--- src/rtl/dicr_defs.svh ---
// register indices, field positions and reset values of the input config bank
// assumes inclusion by bare name from design files
`ifndef DICR_DEFS_SVH
`define DICR_DEFS_SVH

// register indices; byte address is four times the index
`define DICR_IDX_CTRL        4'h1
`define DICR_IDX_RXEN        4'h2
`define DICR_IDX_DLY         4'h3
`define DICR_IDX_TEST        4'h4
`define DICR_IDX_ALARM       4'h5

// control register fields
`define DICR_CTRL_IOTEST_BIT 15
`define DICR_CTRL_TWO_BIT    3
`define DICR_CTRL_ONE_BIT    2
`define DICR_CTRL_COLL_BIT   1
`define DICR_CTRL_MASK       16'h800e
`define DICR_CTRL_RESET      16'h000e

// receiver enable register
`define DICR_RXEN_MSB        13
`define DICR_RXEN_MASK       16'h3fff
`define DICR_RXEN_RESET      16'h3fff

// delay and reference register
`define DICR_DLY_DATA_A_LSB  13
`define DICR_DLY_CLK_A_LSB   10
`define DICR_DLY_DATA_B_LSB  7
`define DICR_DLY_CLK_B_LSB   4
`define DICR_DLY_EXTREF_BIT  3
`define DICR_DLY_DUAL_BIT    0
`define DICR_DLY_MASK        16'hfff9
`define DICR_DLY_RESET       16'h0000

// test result register
`define DICR_TEST_MSB        13
`define DICR_TEST_RESET      14'h0000

// alarm register
`define DICR_ALM_ZERO_A_BIT  15
`define DICR_ALM_ZERO_B_BIT  14
`define DICR_ALM_PTR_A_LSB   11
`define DICR_ALM_PTR_B_LSB   8
`define DICR_ALM_RESET       8'h00

// pointer state code bits
`define DICR_PTR_TWO_BIT     0
`define DICR_PTR_ONE_BIT     1
`define DICR_PTR_COLL_BIT    2

`define DICR_WPTR_W          8

`endif

--- src/rtl/dicr_pkg.sv ---
// types shared by the input config and alarm register bank
// assumes the constants of dicr_defs.svh
package dicr_pkg;

  typedef logic [2:0]  dicr_delay_t;
  typedef logic [15:0] dicr_word_t;

  typedef enum logic [2:0] {
    DICR_SEL_NONE,
    DICR_SEL_CTRL,
    DICR_SEL_RXEN,
    DICR_SEL_DLY,
    DICR_SEL_TEST,
    DICR_SEL_ALARM
  } dicr_sel_t;

endpackage

--- src/rtl/dicr_regs.sv ---
// input receiver config, delay/reference control and alarm status bank
// assumes AHB-Lite master on hclk and synchronous status inputs
`timescale 1ns/10ps
`include "dicr_defs.svh"

module dicr_regs
  import dicr_pkg::*;
(
  input  wire logic        hclk,
  input  wire logic        hresetn,
  input  wire logic        hsel,
  input  wire logic [31:0] haddr,
  input  wire logic [1:0]  htrans,
  input  wire logic        hwrite,
  input  wire logic [2:0]  hsize,
  input  wire logic        hready,
  input  wire logic [31:0] hwdata,
  output logic      [31:0] hrdata,
  output logic             hreadyout,
  output logic             hresp,
  input  wire logic [13:0] test_fail_bits,
  input  wire logic [7:0]  fifo_a_wr_ptr,
  input  wire logic [7:0]  fifo_b_wr_ptr,
  input  wire logic        fifo_a_two_apart,
  input  wire logic        fifo_a_one_apart,
  input  wire logic        fifo_a_collision,
  input  wire logic        fifo_b_two_apart,
  input  wire logic        fifo_b_one_apart,
  input  wire logic        fifo_b_collision,
  output logic [13:0]      receiver_enable,
  output dicr_delay_t      data_delay_a,
  output dicr_delay_t      clk_delay_a,
  output dicr_delay_t      data_delay_b,
  output dicr_delay_t      clk_delay_b,
  output logic             ext_ref_select,
  output logic             dual_clock_enable,
  output logic             iotest_enable,
  output logic             two_apart_alarm_enable,
  output logic             one_apart_alarm_enable,
  output logic             collision_alarm_enable
);

  logic       rd_take;
  dicr_sel_t  rd_sel;
  logic       wr_pend;
  dicr_sel_t  wr_sel;
  dicr_word_t wdata;

  dicr_word_t ctrl;
  dicr_word_t rxen;
  dicr_word_t dly;
  dicr_word_t next_ctrl;
  dicr_word_t next_rxen;
  dicr_word_t next_dly;

  logic [13:0] test_set;
  logic [13:0] test_clr;
  logic [13:0] test_q;
  logic [7:0]  alarm_set;
  logic [7:0]  alarm_clr;
  logic [7:0]  alarm_q;
  logic [2:0]  ptr_set_a;
  logic [2:0]  ptr_set_b;
  logic        hit_ctrl;
  logic        hit_rxen;
  logic        hit_dly;
  logic        hit_test;
  logic        hit_alarm;
  logic        zero_a;
  logic        zero_b;

  dicr_word_t  rd_word;
  logic [31:0] next_hrdata;

  // combine one FIFO's pointer events under the shared enables
  function automatic logic [2:0] ptr_code(input logic two,
                                          input logic one,
                                          input logic coll,
                                          input logic [15:0] c);
    logic [2:0] r;
    r = 3'b000;
    r[`DICR_PTR_TWO_BIT]  = two  && c[`DICR_CTRL_TWO_BIT];
    r[`DICR_PTR_ONE_BIT]  = one  && c[`DICR_CTRL_ONE_BIT];
    r[`DICR_PTR_COLL_BIT] = coll && c[`DICR_CTRL_COLL_BIT];
    return r;
  endfunction

  // masked write of a read/write register
  function automatic dicr_word_t rw_update(input dicr_word_t cur,
                                           input dicr_word_t wd,
                                           input dicr_word_t mask,
                                           input logic       hit);
    dicr_word_t r;
    r = cur;
    if (hit) begin
      r = wd & mask;
    end
    return r;
  endfunction

  // data phase write strobe of one register
  function automatic logic wr_hit(input logic      pend,
                                  input dicr_sel_t have,
                                  input dicr_sel_t want);
    return pend && (have == want);
  endfunction

  // one-hot pointer that has lost its token
  function automatic logic ptr_lost(input logic [`DICR_WPTR_W-1:0] p);
    return p == '0;
  endfunction

  dicr_ahb_front u_front (
    .hclk    (hclk),
    .hresetn (hresetn),
    .hsel    (hsel),
    .haddr   (haddr),
    .htrans  (htrans),
    .hwrite  (hwrite),
    .hready  (hready),
    .rd_take (rd_take),
    .rd_sel  (rd_sel),
    .wr_pend (wr_pend),
    .wr_sel  (wr_sel)
  );

  // zero wait state, always OKAY
  always_comb begin
    hreadyout = 1'b1;
    hresp     = 1'b0;
    wdata     = hwdata[15:0];
  end

  // write strobes, valid in the data phase only
  always_comb begin
    hit_ctrl  = wr_hit(wr_pend, wr_sel, DICR_SEL_CTRL);
    hit_rxen  = wr_hit(wr_pend, wr_sel, DICR_SEL_RXEN);
    hit_dly   = wr_hit(wr_pend, wr_sel, DICR_SEL_DLY);
    hit_test  = wr_hit(wr_pend, wr_sel, DICR_SEL_TEST);
    hit_alarm = wr_hit(wr_pend, wr_sel, DICR_SEL_ALARM);
  end

  // control register: test and alarm enables
  always_comb begin
    next_ctrl = rw_update(ctrl, wdata, `DICR_CTRL_MASK, hit_ctrl);
  end

  always_ff @(posedge hclk or negedge hresetn) begin
    if (!hresetn) begin
      ctrl <= `DICR_CTRL_RESET;
    end else begin
      ctrl <= next_ctrl;
    end
  end

  // receiver enables
  always_comb begin
    next_rxen = rw_update(rxen, wdata, `DICR_RXEN_MASK, hit_rxen);
  end

  always_ff @(posedge hclk or negedge hresetn) begin
    if (!hresetn) begin
      rxen <= `DICR_RXEN_RESET;
    end else begin
      rxen <= next_rxen;
    end
  end

  // delay and reference register
  always_comb begin
    next_dly = rw_update(dly, wdata, `DICR_DLY_MASK, hit_dly);
  end

  always_ff @(posedge hclk or negedge hresetn) begin
    if (!hresetn) begin
      dly <= `DICR_DLY_RESET;
    end else begin
      dly <= next_dly;
    end
  end

  // receiver enable outputs
  always_comb begin
    receiver_enable = rxen[`DICR_RXEN_MSB:0];
  end

  // delay and reference outputs
  always_comb begin
    data_delay_a      = dly[`DICR_DLY_DATA_A_LSB +: 3];
    clk_delay_a       = dly[`DICR_DLY_CLK_A_LSB +: 3];
    data_delay_b      = dly[`DICR_DLY_DATA_B_LSB +: 3];
    clk_delay_b       = dly[`DICR_DLY_CLK_B_LSB +: 3];
    ext_ref_select    = dly[`DICR_DLY_EXTREF_BIT];
    dual_clock_enable = dly[`DICR_DLY_DUAL_BIT];
  end

  // enables for the test comparator and alarm logic
  always_comb begin
    iotest_enable          = ctrl[`DICR_CTRL_IOTEST_BIT];
    two_apart_alarm_enable = ctrl[`DICR_CTRL_TWO_BIT];
    one_apart_alarm_enable = ctrl[`DICR_CTRL_ONE_BIT];
    collision_alarm_enable = ctrl[`DICR_CTRL_COLL_BIT];
  end

  // pattern test failures
  always_comb begin
    test_set = iotest_enable ? test_fail_bits : 14'h0000;
    test_clr = hit_test ? wdata[`DICR_TEST_MSB:0] : 14'h0000;
  end

  dicr_w1c_bits #(
    .W (14)
  ) u_test (
    .hclk    (hclk),
    .hresetn (hresetn),
    .set     (test_set),
    .clr     (test_clr),
    .q       (test_q)
  );

  always_comb begin
    zero_a = ptr_lost(fifo_a_wr_ptr);
    zero_b = ptr_lost(fifo_b_wr_ptr);
  end

  // FIFO alarms, packed as register bits 15:8
  always_comb begin
    ptr_set_a = ptr_code(fifo_a_two_apart, fifo_a_one_apart,
                         fifo_a_collision, ctrl);
    ptr_set_b = ptr_code(fifo_b_two_apart, fifo_b_one_apart,
                         fifo_b_collision, ctrl);
    alarm_set = 8'h00;
    alarm_set[`DICR_ALM_ZERO_A_BIT - 8] = zero_a;
    alarm_set[`DICR_ALM_ZERO_B_BIT - 8] = zero_b;
    alarm_set[`DICR_ALM_PTR_A_LSB - 8 +: 3] = ptr_set_a;
    alarm_set[`DICR_ALM_PTR_B_LSB - 8 +: 3] = ptr_set_b;
    alarm_clr = hit_alarm ? wdata[15:8] : 8'h00;
  end

  dicr_w1c_bits #(
    .W (8)
  ) u_alarm (
    .hclk    (hclk),
    .hresetn (hresetn),
    .set     (alarm_set),
    .clr     (alarm_clr),
    .q       (alarm_q)
  );

  // read mux, sampled at the end of the address phase
  // a read whose address phase is a write's data phase sees the old value
  always_comb begin
    rd_word = 16'h0000;
    unique case (rd_sel)
      DICR_SEL_CTRL:  rd_word = ctrl;
      DICR_SEL_RXEN:  rd_word = rxen;
      DICR_SEL_DLY:   rd_word = dly;
      DICR_SEL_TEST:  rd_word = {2'b00, test_q};
      DICR_SEL_ALARM: rd_word = {alarm_q, 8'h00};
      DICR_SEL_NONE:  rd_word = 16'h0000;
    endcase
    // upper half and unmapped read zero
    next_hrdata = rd_take ? {16'h0000, rd_word} : hrdata;
  end

  always_ff @(posedge hclk or negedge hresetn) begin
    if (!hresetn) begin
      hrdata <= 32'h0000_0000;
    end else begin
      hrdata <= next_hrdata;
    end
  end

endmodule

--- src/rtl/dicr_ahb_front.sv ---
// AHB-Lite address phase capture for the register bank
// assumes single word transfers and one slave on the bus
`timescale 1ns/10ps
`include "dicr_defs.svh"
module dicr_ahb_front
  import dicr_pkg::*;
(
  input  wire logic        hclk,
  input  wire logic        hresetn,
  input  wire logic        hsel,
  input  wire logic [31:0] haddr,
  input  wire logic [1:0]  htrans,
  input  wire logic        hwrite,
  input  wire logic        hready,
  output logic             rd_take,
  output dicr_sel_t        rd_sel,
  output logic             wr_pend,
  output dicr_sel_t        wr_sel
);

  logic      take;
  dicr_sel_t sel;
  logic      next_wr_pend;
  dicr_sel_t next_wr_sel;

  function automatic dicr_sel_t decode(input logic [31:0] a);
    dicr_sel_t s;
    s = DICR_SEL_NONE;
    if (a[31:6] == 26'h0 && a[1:0] == 2'b00) begin
      unique case (a[5:2])
        `DICR_IDX_CTRL:  s = DICR_SEL_CTRL;
        `DICR_IDX_RXEN:  s = DICR_SEL_RXEN;
        `DICR_IDX_DLY:   s = DICR_SEL_DLY;
        `DICR_IDX_TEST:  s = DICR_SEL_TEST;
        `DICR_IDX_ALARM: s = DICR_SEL_ALARM;
        default:         s = DICR_SEL_NONE;
      endcase
    end
    return s;
  endfunction

  always_comb begin
    take         = hsel && htrans[1] && hready;
    sel          = decode(haddr);
    rd_take      = take && !hwrite;
    rd_sel       = sel;
    next_wr_pend = take && hwrite;
    next_wr_sel  = take ? sel : wr_sel;
  end

  always_ff @(posedge hclk or negedge hresetn) begin
    if (!hresetn) begin
      wr_pend <= 1'b0;
      wr_sel  <= DICR_SEL_NONE;
    end else begin
      wr_pend <= next_wr_pend;
      wr_sel  <= next_wr_sel;
    end
  end

endmodule

--- src/rtl/dicr_w1c_bits.sv ---
// sticky status bits, cleared by writing one, hardware set wins
// assumes set and clear are single cycle strobes on hclk
`timescale 1ns/10ps
module dicr_w1c_bits
  import dicr_pkg::*;
#(
  parameter int W = 8
)
(
  input  wire logic         hclk,
  input  wire logic         hresetn,
  input  wire logic [W-1:0] set,
  input  wire logic [W-1:0] clr,
  output logic      [W-1:0] q
);

  logic [W-1:0] next_q;

  always_comb begin
    next_q = (q & ~clr) | set;
  end

  always_ff @(posedge hclk or negedge hresetn) begin
    if (!hresetn) begin
      q <= '0;
    end else begin
      q <= next_q;
    end
  end

endmodule

--- config.mk ---
export PLATFORM = sky130hd
export DESIGN_NAME = dicr_regs
export DESIGN_NICKNAME = d
export VERILOG_FILES = /design/src/rtl/dicr_pkg.sv /design/src/rtl/dicr_regs.sv /design/src/rtl/dicr_ahb_front.sv /design/src/rtl/dicr_w1c_bits.sv
export VERILOG_INCLUDE_DIRS = /design/src /design/src/rtl
export SDC_FILE = /design/constraint.sdc
export NUM_CORES = 1
export LEC_CHECK = 0
export BUFFER_PORTS_ARGS = -buffer_cell sky130_fd_sc_hd__buf_2
export CORE_UTILIZATION = 46
export DETAILED_ROUTE_END_ITERATION = 12
export PLACE_DENSITY = 0.8
export SLEW_MARGIN = 25
export SYNTH_ARGS = -nofsm -noshare
export SYNTH_HDL_FRONTEND = slang
export SYNTH_SLANG_ARGS = --single-unit
--- constraint.sdc ---
create_clock -name hclk -period 1.91 [get_ports hclk]
set_input_delay 0.191 -clock hclk [delete_from_list [all_inputs] [get_ports hclk]]
set_output_delay 0.191 -clock hclk [all_outputs]
set_load 0.01 [all_outputs]
* Word level (Yosys, flattened, before mapping) *
Index checks and enable logic that the tools add are counted.

word-level totals
  word-level logic and storage cells = 57
  register bits after elaboration = 74
  output and inout port bits = 66
  input port bits = 110

operators by class
  bitwise logic cells = 6
  reduce and logical (&&, ||, !) cells = 22
  multiplexer cells = 6
  equal/unequal tests = 15

operator list
  operator            number
  $pmux 16 s6         1
  $mux 14             2
  $logic_not 26->1    1
  $logic_and 1x1->1   16
  $logic_not 8->1     2
  $pmux 3 s5          1
  $and 14x14->14      1
  $not 14->14         1
  $or 14x14->14       1
  $eq 3x2->1 const B  4
  $eq 3x3->1 const B  4
  $and 8x8->8         1
  $eq 4x2->1 const B  2
  $eq 4x3->1 const B  2
  $mux 8              1
  $not 8->8           1
  $or 8x8->8          1
  $eq 3x1->1 const B  2
  $eq 4x1->1 const B  1
  $logic_not 3->1     1
  $mux 3              1
  $logic_not 2->1     1
  $logic_not 1->1     1

* Depth between registers and ports, before layout *
  depth in word-level cells = 6
  depth in mapped cells = 6
  depth with buffers taken out = 4

* Cells and area by module *
A second synthesis with hierarchy kept.

unflattened totals
  cells, all modules = 351
  area, all modules = 3911.3 um2

by module, submodules not included
  module                   cells each  area each (um2)  instances  sequential area each (um2)
  dicr_regs                254         2840.2           1          1222.4
  dicr_w1c_bits (u_test)   42          508.0            1          350.3
  dicr_w1c_bits (u_alarm)  24          290.3            1          200.2
  dicr_ahb_front           31          272.8            1          100.1

* Worst setup path after synthesis *
No wires, ideal clock.

  path kind = register -> register
  start = register u_front.wr_sel[2]
  end = register rxen[10]
  period minus slack after synthesis = 1372 ps
  buffers on the path = 1
  data required time = 1828 ps
  path slack = 538 ps
  library setup time = 82 ps
  data arrival time = 1290 ps
  stages on the path, launching flop included = 6
  cells stage by stage = dfrtp_1 nor2b_2 nand2_1 nor2_2 buf_4 mux2_2

on the way
  cells in the longest elaborated chain, start to end = 2

RTL lines
  what                      line                  source
  start: declaration        dicr_ahb_front.sv:18  output dicr_sel_t wr_sel
  start signal: assignment  dicr_ahb_front.sv:57  wr_sel <= next_wr_sel;
  $eq 3x2->1                dicr_regs.sv:105      return pend && (have == want);
  $logic_and 1x1->1         dicr_regs.sv:105
  end signal: assignment    dicr_regs.sv:163      rxen <= `DICR_RXEN_RESET;
  end signal: assignment    dicr_regs.sv:165      rxen <= next_rxen;
  end: declaration          dicr_regs.sv:50       dicr_word_t rxen;

Every way passes these cells.
A chain may end at the register's enable or synchronous reset.

* Worst setup path after layout *
  start = register u_front.wr_sel[2]
  end = register dly[8]

on the way
  cells in the longest elaborated chain, start to end = 2

RTL lines
  what                    line              source
  $eq 3x2->1              dicr_regs.sv:105
  $logic_and 1x1->1       dicr_regs.sv:105
  end signal: assignment  dicr_regs.sv:176  dly <= `DICR_DLY_RESET;
  end signal: assignment  dicr_regs.sv:178  dly <= next_dly;
  end: declaration        dicr_regs.sv:51   dicr_word_t dly;

Every way passes these cells.

==> results.ini <==
[clock_network]
htree_levels=3
clock_path_buffers=2
cts_tree=done
holdBufCountCts=1
path_clk_slew_ns=0.08
cts.sinks=74
numCtsBuffers=9
cts.repair.resized=0
root_buffer=clkbuf_8
cts_setup_buffers=0
clock_latency_ns=0.35

[global_routing]
antenna_found_initial=0
grt_max_degree=52
grtUsageTotal=0.251
grt_use_met2=0.414
grt_remaining_overflow=0
use_met1=0.309
busiest_layer=met2
grt_pass1_vias=3114
grt_util_met3=0.0707
grt_pass1_wl_um=15600

[floorplanning]
die_y_um=90.5
initial_utilization=0.486
coreArea_um2=7410
rows=31
die_w_um=90.5
die_area_um2=8180
pin_count=176

[logic_synthesis]
yosys_warnings=0
synthXorXnorAreaFrac=0
synth_compound_area_frac=0.152
ys_seq_area_frac=0.520
synth_cells=316
syn_area_um2=3600
synth_top_family_by_area=compound AO/OA/AOI/OAI gates
synth-simple-area-share=0.140
ys_async_sr_fraction=1.00
synthAdderAreaFrac=0
yosys_register_bits=74
synth_edf_count=0
yosys.cell_types.count=43
avgSynthCellArea_um2=11.4
muxShareOfSynthArea=0.120
ys.flop_type=dfrtp_1

[setup_path]
crit_type=register to register
startpoint_type=register
required_ns=2.14
critPathMaxFanout=6
cp-end-kind=register
cp.arrival_ns=1.82

[worst_hold_path]
hold_path.class=input pin to register

[routing]
drt_iter0_markers=233
vias_per_cell=5.46
drc=0
firstDrtPassIters=4
wire_per_inst_um=17.6
wl_um=9960
ant_nets=0
vias=3088

[place]
port-buffer-count=137
place_hpwl_um=7280
gp_congestion=0.802

[final_layout]
diodes=0
layout_commonest_cell=buf_2
fin_nets=572
layout_common_cells=buf_2 (136), dfrtp_1 (57), nand2_1 (52)
layout-drive-gt1-share=0.486
syn2layout_area_growth_pct=27.9
final_util=0.622

[timing]
drv_slew=0
fmax_mhz=631
hold_violations=0
period_needed_ns=1.59
skew_ns=0.00788
tns_ns=0
fin_crit_sh=0.830
finalSetupViolCount=0
rsz0062_at_grt=no

[power]
p_per_area_nw_per_um2=708
power.leakage_nw=2.30
peakVddDrop_mv=0.525

[status]
outcome=finished, final reports clean

[run]
drv_cap=0

-- final cells by class --
cell class / instances / area [µm²]
Clock buffer: 10 / 138
Clock inverter: 6 / 90.1
Fill cell: 643 / 2800
Inverter: 2 / 7.51
Multi-Input combinational cell: 222 / 1550
Sequential cell: 74 / 1870
Tap cell: 99 / 124
Timing Repair Buffer: 153 / 823
-- where the power goes --
part | switching [mW] | internal, mW | leakage (nW) | total (mW)
Sequential | 0.0151 | 1.59 | 0.938 | 1.60
Combinational | 0.159 | 0.123 | 1.25 | 0.282
Clock | 0.601 | 0.773 | 0.112 | 1.37
-- cells in the mapped netlist (2+ instances only) --
master,count,share of area
a2bb2oi_1,8,0.019
o41ai_2,2,0.0090
dfrtp_1,57,0.40
nor4_1,11,0.019
nand3_1,2,0.0028
mux2_1,2,0.0063
mux2i_1,7,0.019
clkbuf_1,5,0.0052
nand4_1,2,0.0035
nand2b_1,3,0.0052
nand2_1,52,0.054
a22oi_1,13,0.027
o31ai_1,9,0.019
and3_1,2,0.0035
inv_1,2,0.0021
nor2b_1,4,0.0070
nor2_1,11,0.011
buf_6,2,0.0063
a22o_1,22,0.054
dfstp_2,17,0.12
mux2_2,30,0.094
a211oi_1,6,0.013
buf_4,21,0.044
buf_2,6,0.0083
conb_1,2,0.0021
-- per-layer routing --
metal / vias up / routed length (µm)
met3: 17 / 884
met4: 0 / 201
met5: - / 0
met2: 165 / 4940
li1: 1414 / -
met1: 1492 / 3930
-- per-stage QoR --
stage	std cells	worst slack [ns]	hold WS (ns)	total power, mW	area, µm²
finish	566	0.325	0.0694	3.26	4610
global route	566	0.266	0.0584	3.38	4610
CTS	566	0.321	0.0599	3.28	4610
detailed placement	549	0.267	0.113	1.91	4370
global placement	549	0.342	0.110	1.91	4370
floorplan	332	0.538	-0.105	1.76	3660
-- kinds of logic (layout without fill, tap and decap cells) --
kind of cell	count (synthesis)	after routing
and+or+nand+nor	100	100
DFF	74	74
AOI/OAI and AO/OA	65	65
muxes	39	39
buffers and inverters	36	171
other	2	18
-- path summary, 6_finish.rpt --
| check | start | endpoint | slack [ns] | cells after the start |
|---|---|---|---|---|
| max reg2reg | u_front.wr_sel[2]$_DFFE_PN0P_ | dly[8]$_DFFE_PN0P_ | 0.32 | 4 |
| min | test_fail_bits[8] | u_test.q[8]$_DFF_PN0_ | 0.07 | 2 |
| min reg2reg | hrdata[15]$_DFFE_PN0P_ | hrdata[15]$_DFFE_PN0P_ | 0.49 | 2 |
| max in group asynchronous | hresetn | ctrl[3]$_DFFE_PN1P_ | 1.02 | 3 |
| max | u_front.wr_sel[2]$_DFFE_PN0P_ | dly[8]$_DFFE_PN0P_ | 0.32 | 4 |
| min in group asynchronous | hresetn | hrdata[6]$_DFFE_PN0P_ | 0.27 | 2 |
-- flip-flops by register name, summed over array words and instances (netlist names) --
name,cells
u_front.wr_sel,3
u_test.q,14
u_alarm.q,8
rxen,14
dly,14
ctrl,4
u_front.wr_pend,1
hrdata,16
-- critical path: stages (launching register included) --
cell	delay [ns]
dfrtp_1	0.40
nor2b_2	0.16
nand3_1	0.29
buf_4	0.29
mux2_1	0.32
Note: power is estimated with default switching activity, not from simulation.
